$ cat src/pkg/phc_pkg.sv
// shared types and constants for the ptp/oam header comparator
package phc_pkg;

  // ==========================================================================
  // sizes
  // ==========================================================================
  localparam int NUM_FLOWS = 6;
  localparam int FLOW_IDX_W = 3;
  localparam int KEY_W = 64;

  // ==========================================================================
  // header location, in bytes from the first byte of the frame
  // ==========================================================================
  localparam logic [7:0] ETH_HDR_BYTES = 8'h0E;
  localparam logic [7:0] ACH_BYTES = 8'h04;
  localparam logic [1:0] MAX_VLAN_TAGS = 2'h2;
  localparam logic [2:0] MIN_MPLS_LABELS = 3'h1;
  localparam logic [2:0] MAX_MPLS_LABELS = 3'h4;
  localparam logic [7:0] BYTE_CNT_MAX = 8'hFF;

  // ==========================================================================
  // key lengths and key masks
  // ==========================================================================
  localparam logic [3:0] PTP_KEY_BYTES = 4'h8;
  localparam logic [3:0] OAM_KEY_BYTES = 4'h4;
  localparam logic [63:0] PTP_KEY_MASK = 64'hFFFFFFFF_FFFFFFFF;
  localparam logic [63:0] OAM_KEY_MASK = 64'hFFFFFFFF_00000000;

  // ==========================================================================
  // reset values
  // ==========================================================================
  localparam logic [7:0] RST_BYTE_CNT = 8'h00;
  localparam logic [7:0] RST_HDR_OFF = 8'h00;
  localparam logic [3:0] RST_KEY_CNT = 4'h0;
  localparam logic [63:0] RST_KEY = 64'h00000000_00000000;

  // ==========================================================================
  // types
  // ==========================================================================
  typedef enum logic [1:0] {PHC_PROTO_PTP, PHC_PROTO_ETH_OAM, PHC_PROTO_MPLS_OAM, PHC_PROTO_NONE} phc_proto_e;

  typedef struct packed {
    logic valid;
    logic sof;
    logic eof;
    logic [7:0] data;
  } phc_beat_s;

  typedef struct packed {
    phc_proto_e proto;
    logic [1:0] vlan_cnt;
    logic [2:0] label_cnt;
    logic [7:0] hdr_offset;
  } phc_desc_s;

  typedef struct packed {
    logic [2:0] cmd;
    logic save_local_time;
    logic [4:0] corr_offset;
  } phc_action_s;

  typedef struct packed {
    logic ena;
    logic [63:0] flow_header_pattern;
    phc_action_s action;
  } phc_flow_s;

  typedef struct packed {
    logic valid;
    logic located;
    logic hit;
    logic [2:0] flow;
    phc_action_s action;
  } phc_result_s;

endpackage

$ cat src/core/phc_header_comparator.sv
// ptp/oam header comparator: last analyzer stage, picks the per-flow action
`timescale 1ns/1ps
// Summary of operation
// - this is the last analyzer stage; its result is the final classification
// - classifies ptp event frames and oam delay-measurement frames alike
// - ptp frames are not validated, the header is only interpreted
// - ptp action decided from the first eight header bytes only
// - key compared to each flow's pattern; matching flow supplies its own action
// - ethernet oam one-way delay, delay request and reply headers are supported
// - ethernet oam not validated; first four header bytes decide the action
// - mpls oam delay pdus of both standards are supported
// - mpls oam pdus not validated; first four header bytes decide the action
// - mpls oam header found behind zero, one or two vlan tags
// - mpls oam header found behind one to four mpls labels
// - each flow holds a 64-bit pattern aligned to the protocol header start
// - one mask shared by all flows; other settings are per flow
module phc_header_comparator (
  input wire logic i_mclk,
  input wire logic i_resetn,
  input wire phc_pkg::phc_beat_s i_beat,
  input wire phc_pkg::phc_desc_s i_desc,
  input wire phc_pkg::phc_flow_s [phc_pkg::NUM_FLOWS-1:0] i_flow,
  input wire logic [63:0] i_flow_header_mask,
  output phc_pkg::phc_beat_s o_beat,
  output phc_pkg::phc_result_s o_result
);

  // ==========================================================================
  // decoding helpers
  // ==========================================================================
  // {found, offset} of the protocol header for a frame descriptor
  function automatic logic [8:0] locate(input phc_pkg::phc_desc_s d);
    logic ok;
    logic [7:0] off;
    ok = 1'b0;
    off = phc_pkg::RST_HDR_OFF;
    case (d.proto)
      phc_pkg::PHC_PROTO_PTP, phc_pkg::PHC_PROTO_ETH_OAM:
      begin
        ok = 1'b1;
        off = d.hdr_offset;
      end
      phc_pkg::PHC_PROTO_MPLS_OAM:
      begin
        ok = (d.vlan_cnt <= phc_pkg::MAX_VLAN_TAGS) && (d.label_cnt >= phc_pkg::MIN_MPLS_LABELS)
          && (d.label_cnt <= phc_pkg::MAX_MPLS_LABELS);
        off = phc_pkg::ETH_HDR_BYTES + {4'h0, d.vlan_cnt, 2'b00} + {3'h0, d.label_cnt, 2'b00}
          + phc_pkg::ACH_BYTES;
      end
      default:
      begin
        ok = 1'b0;
        off = phc_pkg::RST_HDR_OFF;
      end
    endcase
    return {ok, off};
  endfunction

  // header bytes that decide the action
  function automatic logic [3:0] key_len(input phc_pkg::phc_proto_e p);
    return (p == phc_pkg::PHC_PROTO_PTP) ? phc_pkg::PTP_KEY_BYTES : phc_pkg::OAM_KEY_BYTES;
  endfunction

  function automatic logic flow_match(input logic [63:0] pat, input logic [63:0] key, input logic [63:0] msk);
    return ((pat ^ key) & msk) == 64'h00000000_00000000;
  endfunction

  // ==========================================================================
  // frame tracking state
  // ==========================================================================
  typedef enum logic [1:0] {PHC_IDLE, PHC_CAPT, PHC_EVAL, PHC_DRAIN} phc_state_e;

  phc_state_e state;
  phc_state_e next_state;
  phc_pkg::phc_proto_e proto;
  phc_pkg::phc_proto_e next_proto;
  logic [7:0] hdr_off;
  logic [7:0] next_hdr_off;
  logic [7:0] byte_cnt;
  logic [7:0] next_byte_cnt;
  logic [63:0] key;
  logic [63:0] next_key;
  logic [3:0] key_cnt;
  logic [3:0] next_key_cnt;
  logic eof_seen;
  logic next_eof_seen;
  phc_pkg::phc_result_s result;
  phc_pkg::phc_result_s next_result;
  phc_pkg::phc_beat_s beat;

  logic [8:0] loc;
  logic [7:0] cur_off;
  logic [7:0] cur_cnt;
  logic take;
  logic [63:0] eff_mask;
  logic [phc_pkg::NUM_FLOWS-1:0] hit_vec;
  logic any_hit;
  logic [2:0] sel_flow;
  phc_pkg::phc_action_s sel_action;

  assign loc = locate(i_desc);

  // ==========================================================================
  // flow comparison
  // ==========================================================================
  // oam keys only use the leading four bytes
  assign eff_mask = i_flow_header_mask & ((proto == phc_pkg::PHC_PROTO_PTP) ? phc_pkg::PTP_KEY_MASK
    : phc_pkg::OAM_KEY_MASK);

  for (genvar f = 0; f < phc_pkg::NUM_FLOWS; f++)
  begin : g_flow
    assign hit_vec[f] = i_flow[f].ena && flow_match(i_flow[f].flow_header_pattern, key, eff_mask);
  end

  // lowest-numbered matching flow wins
  always_comb
  begin
    any_hit = 1'b0;
    sel_flow = 3'h0;
    sel_action = '0;
    for (int f = phc_pkg::NUM_FLOWS - 1; f >= 0; f--)
    begin
      if (hit_vec[f])
      begin
        any_hit = 1'b1;
        sel_flow = f[2:0];
        sel_action = i_flow[f].action;
      end
    end
  end

  // ==========================================================================
  // capture of the leading header bytes
  // ==========================================================================
  always_comb
  begin
    next_state = state;
    next_proto = proto;
    next_hdr_off = hdr_off;
    next_byte_cnt = byte_cnt;
    next_key = key;
    next_key_cnt = key_cnt;
    next_eof_seen = eof_seen;
    next_result = '0;
    cur_off = hdr_off;
    cur_cnt = byte_cnt;
    take = 1'b0;
    if (i_beat.valid && i_beat.sof)
    begin
      // a new frame always restarts the stage
      next_proto = i_desc.proto;
      next_hdr_off = loc[7:0];
      next_key = phc_pkg::RST_KEY;
      next_key_cnt = phc_pkg::RST_KEY_CNT;
      next_eof_seen = 1'b0;
      cur_off = loc[7:0];
      cur_cnt = phc_pkg::RST_BYTE_CNT;
      next_state = loc[8] ? PHC_CAPT : PHC_DRAIN;
      if (!loc[8] && i_beat.eof)
      begin
        next_state = PHC_IDLE;
      end
      if (!loc[8])
      begin
        // header not locatable: pass the frame with no action
        next_result.valid = 1'b1;
      end
    end
    if (i_beat.valid)
    begin
      next_byte_cnt = (cur_cnt == phc_pkg::BYTE_CNT_MAX) ? cur_cnt : cur_cnt + 8'h01;
    end
    if (i_beat.valid && (i_beat.sof ? loc[8] : (state == PHC_CAPT)))
    begin
      take = cur_cnt >= cur_off;
      if (take)
      begin
        // no content checks: any byte value is simply taken into the key
        next_key[{~next_key_cnt[2:0], 3'b000} +: 8] = i_beat.data;
        next_key_cnt = next_key_cnt + 4'h1;
        if (next_key_cnt == key_len(next_proto))
        begin
          next_state = PHC_EVAL;
          next_eof_seen = i_beat.eof;
        end
      end
      if (i_beat.eof && next_state != PHC_EVAL)
      begin
        // frame ended inside the header
        next_state = PHC_IDLE;
        next_result.valid = 1'b1;
        next_result.located = 1'b1;
      end
    end
    if (state == PHC_EVAL && !(i_beat.valid && i_beat.sof))
    begin
      next_state = (eof_seen || (i_beat.valid && i_beat.eof)) ? PHC_IDLE : PHC_DRAIN;
    end
    if (state == PHC_EVAL)
    begin
      next_result.valid = 1'b1;
      next_result.located = 1'b1;
      next_result.hit = any_hit;
      next_result.flow = any_hit ? sel_flow : 3'h0;
      next_result.action = any_hit ? sel_action : '0;
    end
    if (state == PHC_DRAIN && i_beat.valid && i_beat.eof && !i_beat.sof)
    begin
      next_state = PHC_IDLE;
    end
  end

  always_ff @(posedge i_mclk)
  begin
    if (!i_resetn)
    begin
      state <= PHC_IDLE;
      proto <= phc_pkg::PHC_PROTO_NONE;
      hdr_off <= phc_pkg::RST_HDR_OFF;
      byte_cnt <= phc_pkg::RST_BYTE_CNT;
      key <= phc_pkg::RST_KEY;
      key_cnt <= phc_pkg::RST_KEY_CNT;
      eof_seen <= 1'b0;
      result <= '0;
      beat <= '0;
    end
    else
    begin
      state <= next_state;
      proto <= next_proto;
      hdr_off <= next_hdr_off;
      byte_cnt <= next_byte_cnt;
      key <= next_key;
      key_cnt <= next_key_cnt;
      eof_seen <= next_eof_seen;
      result <= next_result;
      beat <= i_beat;
    end
  end

  assign o_beat = beat;
  assign o_result = result;

  // ==========================================================================
  // checks
  // ==========================================================================
  frame_passthru_a:
    assert property (@(posedge i_mclk) disable iff (!i_resetn) i_resetn |=> o_beat == $past(i_beat))
    else $error("frame beat not passed through unchanged");

  nohit_noaction_a:
    assert property (@(posedge i_mclk) disable iff (!i_resetn)
      o_result.valid && !o_result.hit |-> o_result.action == '0 && o_result.flow == 3'h0)
    else $error("action given without a matching flow");

  eval_result_a:
    assert property (@(posedge i_mclk) disable iff (!i_resetn)
      state == PHC_EVAL |=> o_result.valid && o_result.hit == $past(any_hit)
        && o_result.action == $past(sel_action))
    else $error("result does not follow the flow comparison");

  ptp_key_len_a:
    assert property (@(posedge i_mclk) disable iff (!i_resetn)
      state == PHC_EVAL && proto == phc_pkg::PHC_PROTO_PTP |-> key_cnt == 4'h8)
    else $error("ptp key is not eight bytes");

  oam_key_len_a:
    assert property (@(posedge i_mclk) disable iff (!i_resetn)
      state == PHC_EVAL && proto != phc_pkg::PHC_PROTO_PTP |-> key_cnt == 4'h4 && key[31:0] == 32'h00000000)
    else $error("oam key is not four bytes");

  mpls_offset_a:
    assert property (@(posedge i_mclk) disable iff (!i_resetn)
      i_beat.valid && i_beat.sof && i_desc.proto == phc_pkg::PHC_PROTO_MPLS_OAM && i_desc.vlan_cnt == 2'h2
        && i_desc.label_cnt == 3'h4 |=> hdr_off == 8'h2A && state != PHC_DRAIN)
    else $error("mpls header offset wrong behind two tags and four labels");

  mpls_reject_a:
    assert property (@(posedge i_mclk) disable iff (!i_resetn)
      i_beat.valid && i_beat.sof && !i_beat.eof && i_desc.proto == phc_pkg::PHC_PROTO_MPLS_OAM
        && i_desc.label_cnt > 3'h4 |=> state == PHC_DRAIN && o_result.valid && !o_result.located)
    else $error("label stack beyond four labels was not rejected");

  mask_match_a:
    assert property (@(posedge i_mclk) disable iff (!i_resetn)
      state == PHC_EVAL && i_flow[0].ena && (((i_flow[0].flow_header_pattern ^ key) & eff_mask) == 64'h0)
        |=> o_result.hit && o_result.flow == 3'h0)
    else $error("flow zero matched but was not selected");

  short_frame_a:
    assert property (@(posedge i_mclk) disable iff (!i_resetn)
      state == PHC_CAPT && i_beat.valid && !i_beat.sof && i_beat.eof && next_state != PHC_EVAL
        |=> o_result.valid && !o_result.hit ##1 !o_result.valid || $past(i_beat.sof))
    else $error("short frame did not end with a no-action result");

  unlocated_result_a:
    assert property (@(posedge i_mclk) disable iff (!i_resetn)
      i_beat.valid && i_beat.sof && i_desc.proto == phc_pkg::PHC_PROTO_NONE && state != PHC_EVAL
        |=> o_result.valid && !o_result.located && !o_result.hit)
    else $error("frame with no header did not give a no-action result");

endmodule

$ cat config.mk
export PLATFORM = sky130hd
export DESIGN_NAME = phc_header_comparator
export DESIGN_NICKNAME = d
export VERILOG_FILES = /design/src/pkg/phc_pkg.sv /design/src/core/phc_header_comparator.sv
export SDC_FILE = /design/constraint.sdc
export NUM_CORES = 1
export LEC_CHECK = 0
export BUFFER_PORTS_ARGS = -buffer_cell sky130_fd_sc_hd__buf_2
export CAP_MARGIN = 10
export CORE_AREA = 10 10 208 210
export DETAILED_ROUTE_END_ITERATION = 16
export DIE_AREA = 0 0 218 220
export PLACE_DENSITY = 0.65
export RECOVER_POWER = 50
export SLEW_MARGIN = 0
export SYNTH_ARGS = -nofsm -noshare
export SYNTH_HDL_FRONTEND = slang
export SYNTH_SLANG_ARGS = --single-unit
$ cat constraint.sdc
create_clock -name i_mclk -period 5.98 [get_ports i_mclk]
set_clock_uncertainty 0.05 [all_clocks]
set_input_delay 0.299 -clock i_mclk [delete_from_list [all_inputs] [get_ports i_mclk]]
set_output_delay 0.299 -clock i_mclk [all_outputs]
set_load 0.1 [all_outputs]
==> flow_metrics.env <==
export IMPL_die_y_um=220
export IMPL_synth_top_cell_by_area="xor2_1"
export IMPL_track_usage_pct=30.20
export IMPL_htreeDepth=4
export IMPL_grt_pass1_wl_mm=103.0
export IMPL_start_util_pct=28.32
export IMPL_start_kind="register"
export IMPL_grt_max_degree=75
export IMPL_cts_setup_buffers=0
export IMPL_finalNonFillerCells=2403
export IMPL_reg2reg_depth=8
export IMPL_p_leak_nw=7.368
export IMPL_ys_async_sr_fraction_pct=0
export IMPL_maxSlewViolCount=140
export IMPL_yosysUniqueCellTypes=62
export IMPL_whs_ns=0.01663
export IMPL_finalPower_mw=2.500
export IMPL_overflow=0
export IMPL_dp_cells=2349
export IMPL_hold_buffers=0
export IMPL_area_growth_pct=33.02
export IMPL_io_pins=562
export IMPL_worst_slew_pin_slew_ns=3.558
export IMPL_status="complete, but fails checks"
export IMPL_syn_area_mm2=0.01112
export IMPL_gp_congestion=0.9812
export IMPL_nets=2395
export IMPL_clk_pin_slew_ns=0.06
export IMPL_insertion_delay_ns=0.43
export IMPL_ir_drop_mv=0.1706
export IMPL_p_sw_mw=0.8335
export IMPL_synth_edff_count=0
export IMPL_top_usage_layer="met2"
export IMPL_cts_made_buffers=17
export IMPL_path_cells="xor2_1, a32oi_1, nand4_1, or4_1, nor3_1, nor3b_1, a21o_1, o41ai_2"
export IMPL_grt_pass1_vias=13470
export IMPL_hp_class="primary input to register"
export IMPL_worst_slack_ns=0.6997
export IMPL_slew_headroom_pct=-137.2
export IMPL_wl_mm=77.26
export IMPL_syn_avg_cell_area_um2=8.132
export IMPL_yosys_warnings=0
export IMPL_dieArea_mm2=0.04796
export IMPL_synth_area_top_cells="xor2_1 30%, dfxtp_1 21%, a22oi_1 6.1%"
export IMPL_die_x_um=218
export IMPL_mappedNetlistNets=1920
export IMPL_cp_end_kind="register"
export IMPL_cts_tree="yes"
export IMPL_combPwrFrac_pct=26.9
export IMPL_min_period_over_period_pct=88.30
export IMPL_crit_family="simple AND/OR/NAND/NOR gates"
export IMPL_ys_ff_latch=115
export IMPL_place_hpwl_mm=64.53
export IMPL_vias=13490
export IMPL_dr_pass1_iters=5
export IMPL_max_freq_ghz=0.1894
export IMPL_cts_resized_gates=0
export IMPL_final_setup_viol_count=0
export IMPL_timing_rr_start="key[48]$_SDFF_PN0_"
export IMPL_p_seq_share_pct=31.5
export IMPL_antenna_found_initial=40
export IMPL_via_per_inst=5.612
export IMPL_grtUsageMet1_pct=35.15
export IMPL_core_area_mm2=0.03928
export IMPL_power_frac_clock_pct=41.6
export IMPL_hold_violations=0
export IMPL_violations="capacitance limit, slew limit"
export IMPL_critPathMaxStageDelay_ns=1.37
export IMPL_synth_common_cells="381 x xor2_1, 115 x dfxtp_1, 93 x clkbuf_1, 90 x a22oi_1, 85 x nand2_1"
export IMPL_use_met2_pct=49.90
export IMPL_tns_ns=0
export IMPL_required_ns=6.21
export IMPL_synth_ff_type="dfxtp_1"
export IMPL_maxCapViolCount=3
export IMPL_synthCells=1368
export IMPL_ys_seq_area_share_pct=20.70
export IMPL_ant_nets=0
export IMPL_crit_slowest_cell="nor3_1"
export IMPL_avgRoutedWirePerCell_um=32.15
export IMPL_drive_gt1_share_pct=32.13
export IMPL_drc_errors=0
export IMPL_pre_cts_slack_ns=1.367
export IMPL_crit_end="o_result[0]$_SDFF_PN0_"
export IMPL_timing_rr_end="o_result[0]$_SDFF_PN0_"
export IMPL_cts_sinks=115
export IMPL_grt_setup_unrepaired="no"
export IMPL_critical_path_buf_inv_count=0
export IMPL_path_depth=8
export IMPL_io_buffers=561
export IMPL_yosysMostFrequentCell="xor2_1"
export IMPL_crit_arrival_ns=5.51
export IMPL_finalCriticalPeriod_ns=5.280
export IMPL_crit_path_max_fanout=12
export IMPL_cp_startpoint="key[48]$_SDFF_PN0_"
export IMPL_root_buffer="clkbuf_16"
export IMPL_met3_usage_pct=8.227
export IMPL_synth_top_cell_area_share_pct=30.00
export IMPL_p_int_mw=1.666
export IMPL_worstHoldPathCells=3
export IMPL_crit_type="register to register"
export IMPL_row_count=73
export IMPL_switching_share_pct=33.35
export IMPL_dr_first_iter_drc_count=1671
export IMPL_r2r_setup_slack_ns=0.70
export IMPL_power_density_mw_per_mm2=168.9
export IMPL_clk_path_buf_depth=2
==> sequential cells by signal, indices dropped and copies added (netlist names) <==
signal and count:
key 64, o_result 15, o_beat 11, byte_cnt 8
hdr_off 8, key_cnt 4, proto 2, state 2
eof_seen 1
==> cells in the final DEF, fill, tap and decap left out, types with 14 or more instances in the layout <==
cell       count
mux2i_1       15
nor2_1        47
diode_2       23
a32oi_1       19
buf_2        533
xor2_1       381
inv_1         14
a21oi_1       71
nand3b_1      55
clkbuf_1      32
a22oi_1       90
nand3_1       63
a22o_1        28
dfxtp_1      115
ha_1          15
clkbuf_16     17
nor3_1        17
nand2_1       85
a221oi_1      31
nand4_1       28
==> worst reg2reg max path: cells and delay by family, from the launching register on <==
kind | cells | cell delay [ns]
xor gates and xnor gates | 1 | 0.18
DFF | 1 | 0.86
and+or+nand+nor | 4 | 2.67
AOI/OAI and AO/OA | 3 | 1.38
==> power by group through the flow <==
stage	sequential, mW	combinational, mW	clock, mW
final	0.787	0.671	1.04
after global routing	0.788	0.702	1.08
after CTS	0.787	0.658	1.04
after detailed placement	0.803	0.653	0
after global placement	0.804	0.654	0
after floorplan	0.831	0.238	0
==> logic make-up (layout without fill, tap and decap cells) <==
group / count (synthesis) / in the layout / synth area share (%)
and+or+nand+nor: 363 / 363 / 17.44
muxes: 24 / 24 / 2.261
DFF: 115 / 115 / 20.70
adders and majority gates: 16 / 16 / 1.867
other: 0 / 23 / 0
buffers and inverters: 132 / 619 / 4.769
xor gates and xnor gates: 392 / 392 / 30.86
AOI/OAI and AO/OA: 326 / 326 / 22.10
==> area by class of cell <==
class / count / area, um2
timing repair buffer: 573 / 2855
clock buffer: 20 / 446.7
inverter: 15 / 56.30
fill: 4178 / 24480
sequential: 115 / 2302
multi-input combinational: 1121 / 8294
clock inverter: 11 / 128.9
tap: 525 / 656.9
antenna: 23 / 57.56
==> worst min-delay path by stage <==
stage,from,to,slack [ns]
floorplan,i_beat[8],state[0]$_SDFF_PP0_,0.35
finish,i_flow[4],o_result[4]$_SDFF_PN0_,0.02
detailed placement,eof_seen$_SDFF_PN0_,eof_seen$_SDFF_PN0_,0.42
global route,i_flow[6],o_result[6]$_SDFF_PN0_,0.02
global placement,hdr_off[2]$_SDFF_PN0_,hdr_off[2]$_SDFF_PN0_,0.41
CTS,i_flow[3],o_result[3]$_SDFF_PN0_,0.002
==> stage by stage <==
step / cell area, um2 / util [%]
3_5_place_dp: 14210 / 36.19
3_3_place_gp: 14210 / 36.19
4_1_cts: 14790 / 37.66
5_1_grt: 14780 / 37.64
2_1_floorplan: 11120 / -
6_report: 14800 / 37.68
==> metal layers <==
layer / wire length, um / vias to the layer above / share of wire (%)
li1: - / 5902 / -
met2: 36840 / 820 / 48
met5: 163 / - / 0.21
met4: 3937 / 24 / 5.1
met3: 6914 / 185 / 8.9
met1: 29400 / 6554 / 38
No activity file was read; power rests on OpenSTA's default activity.
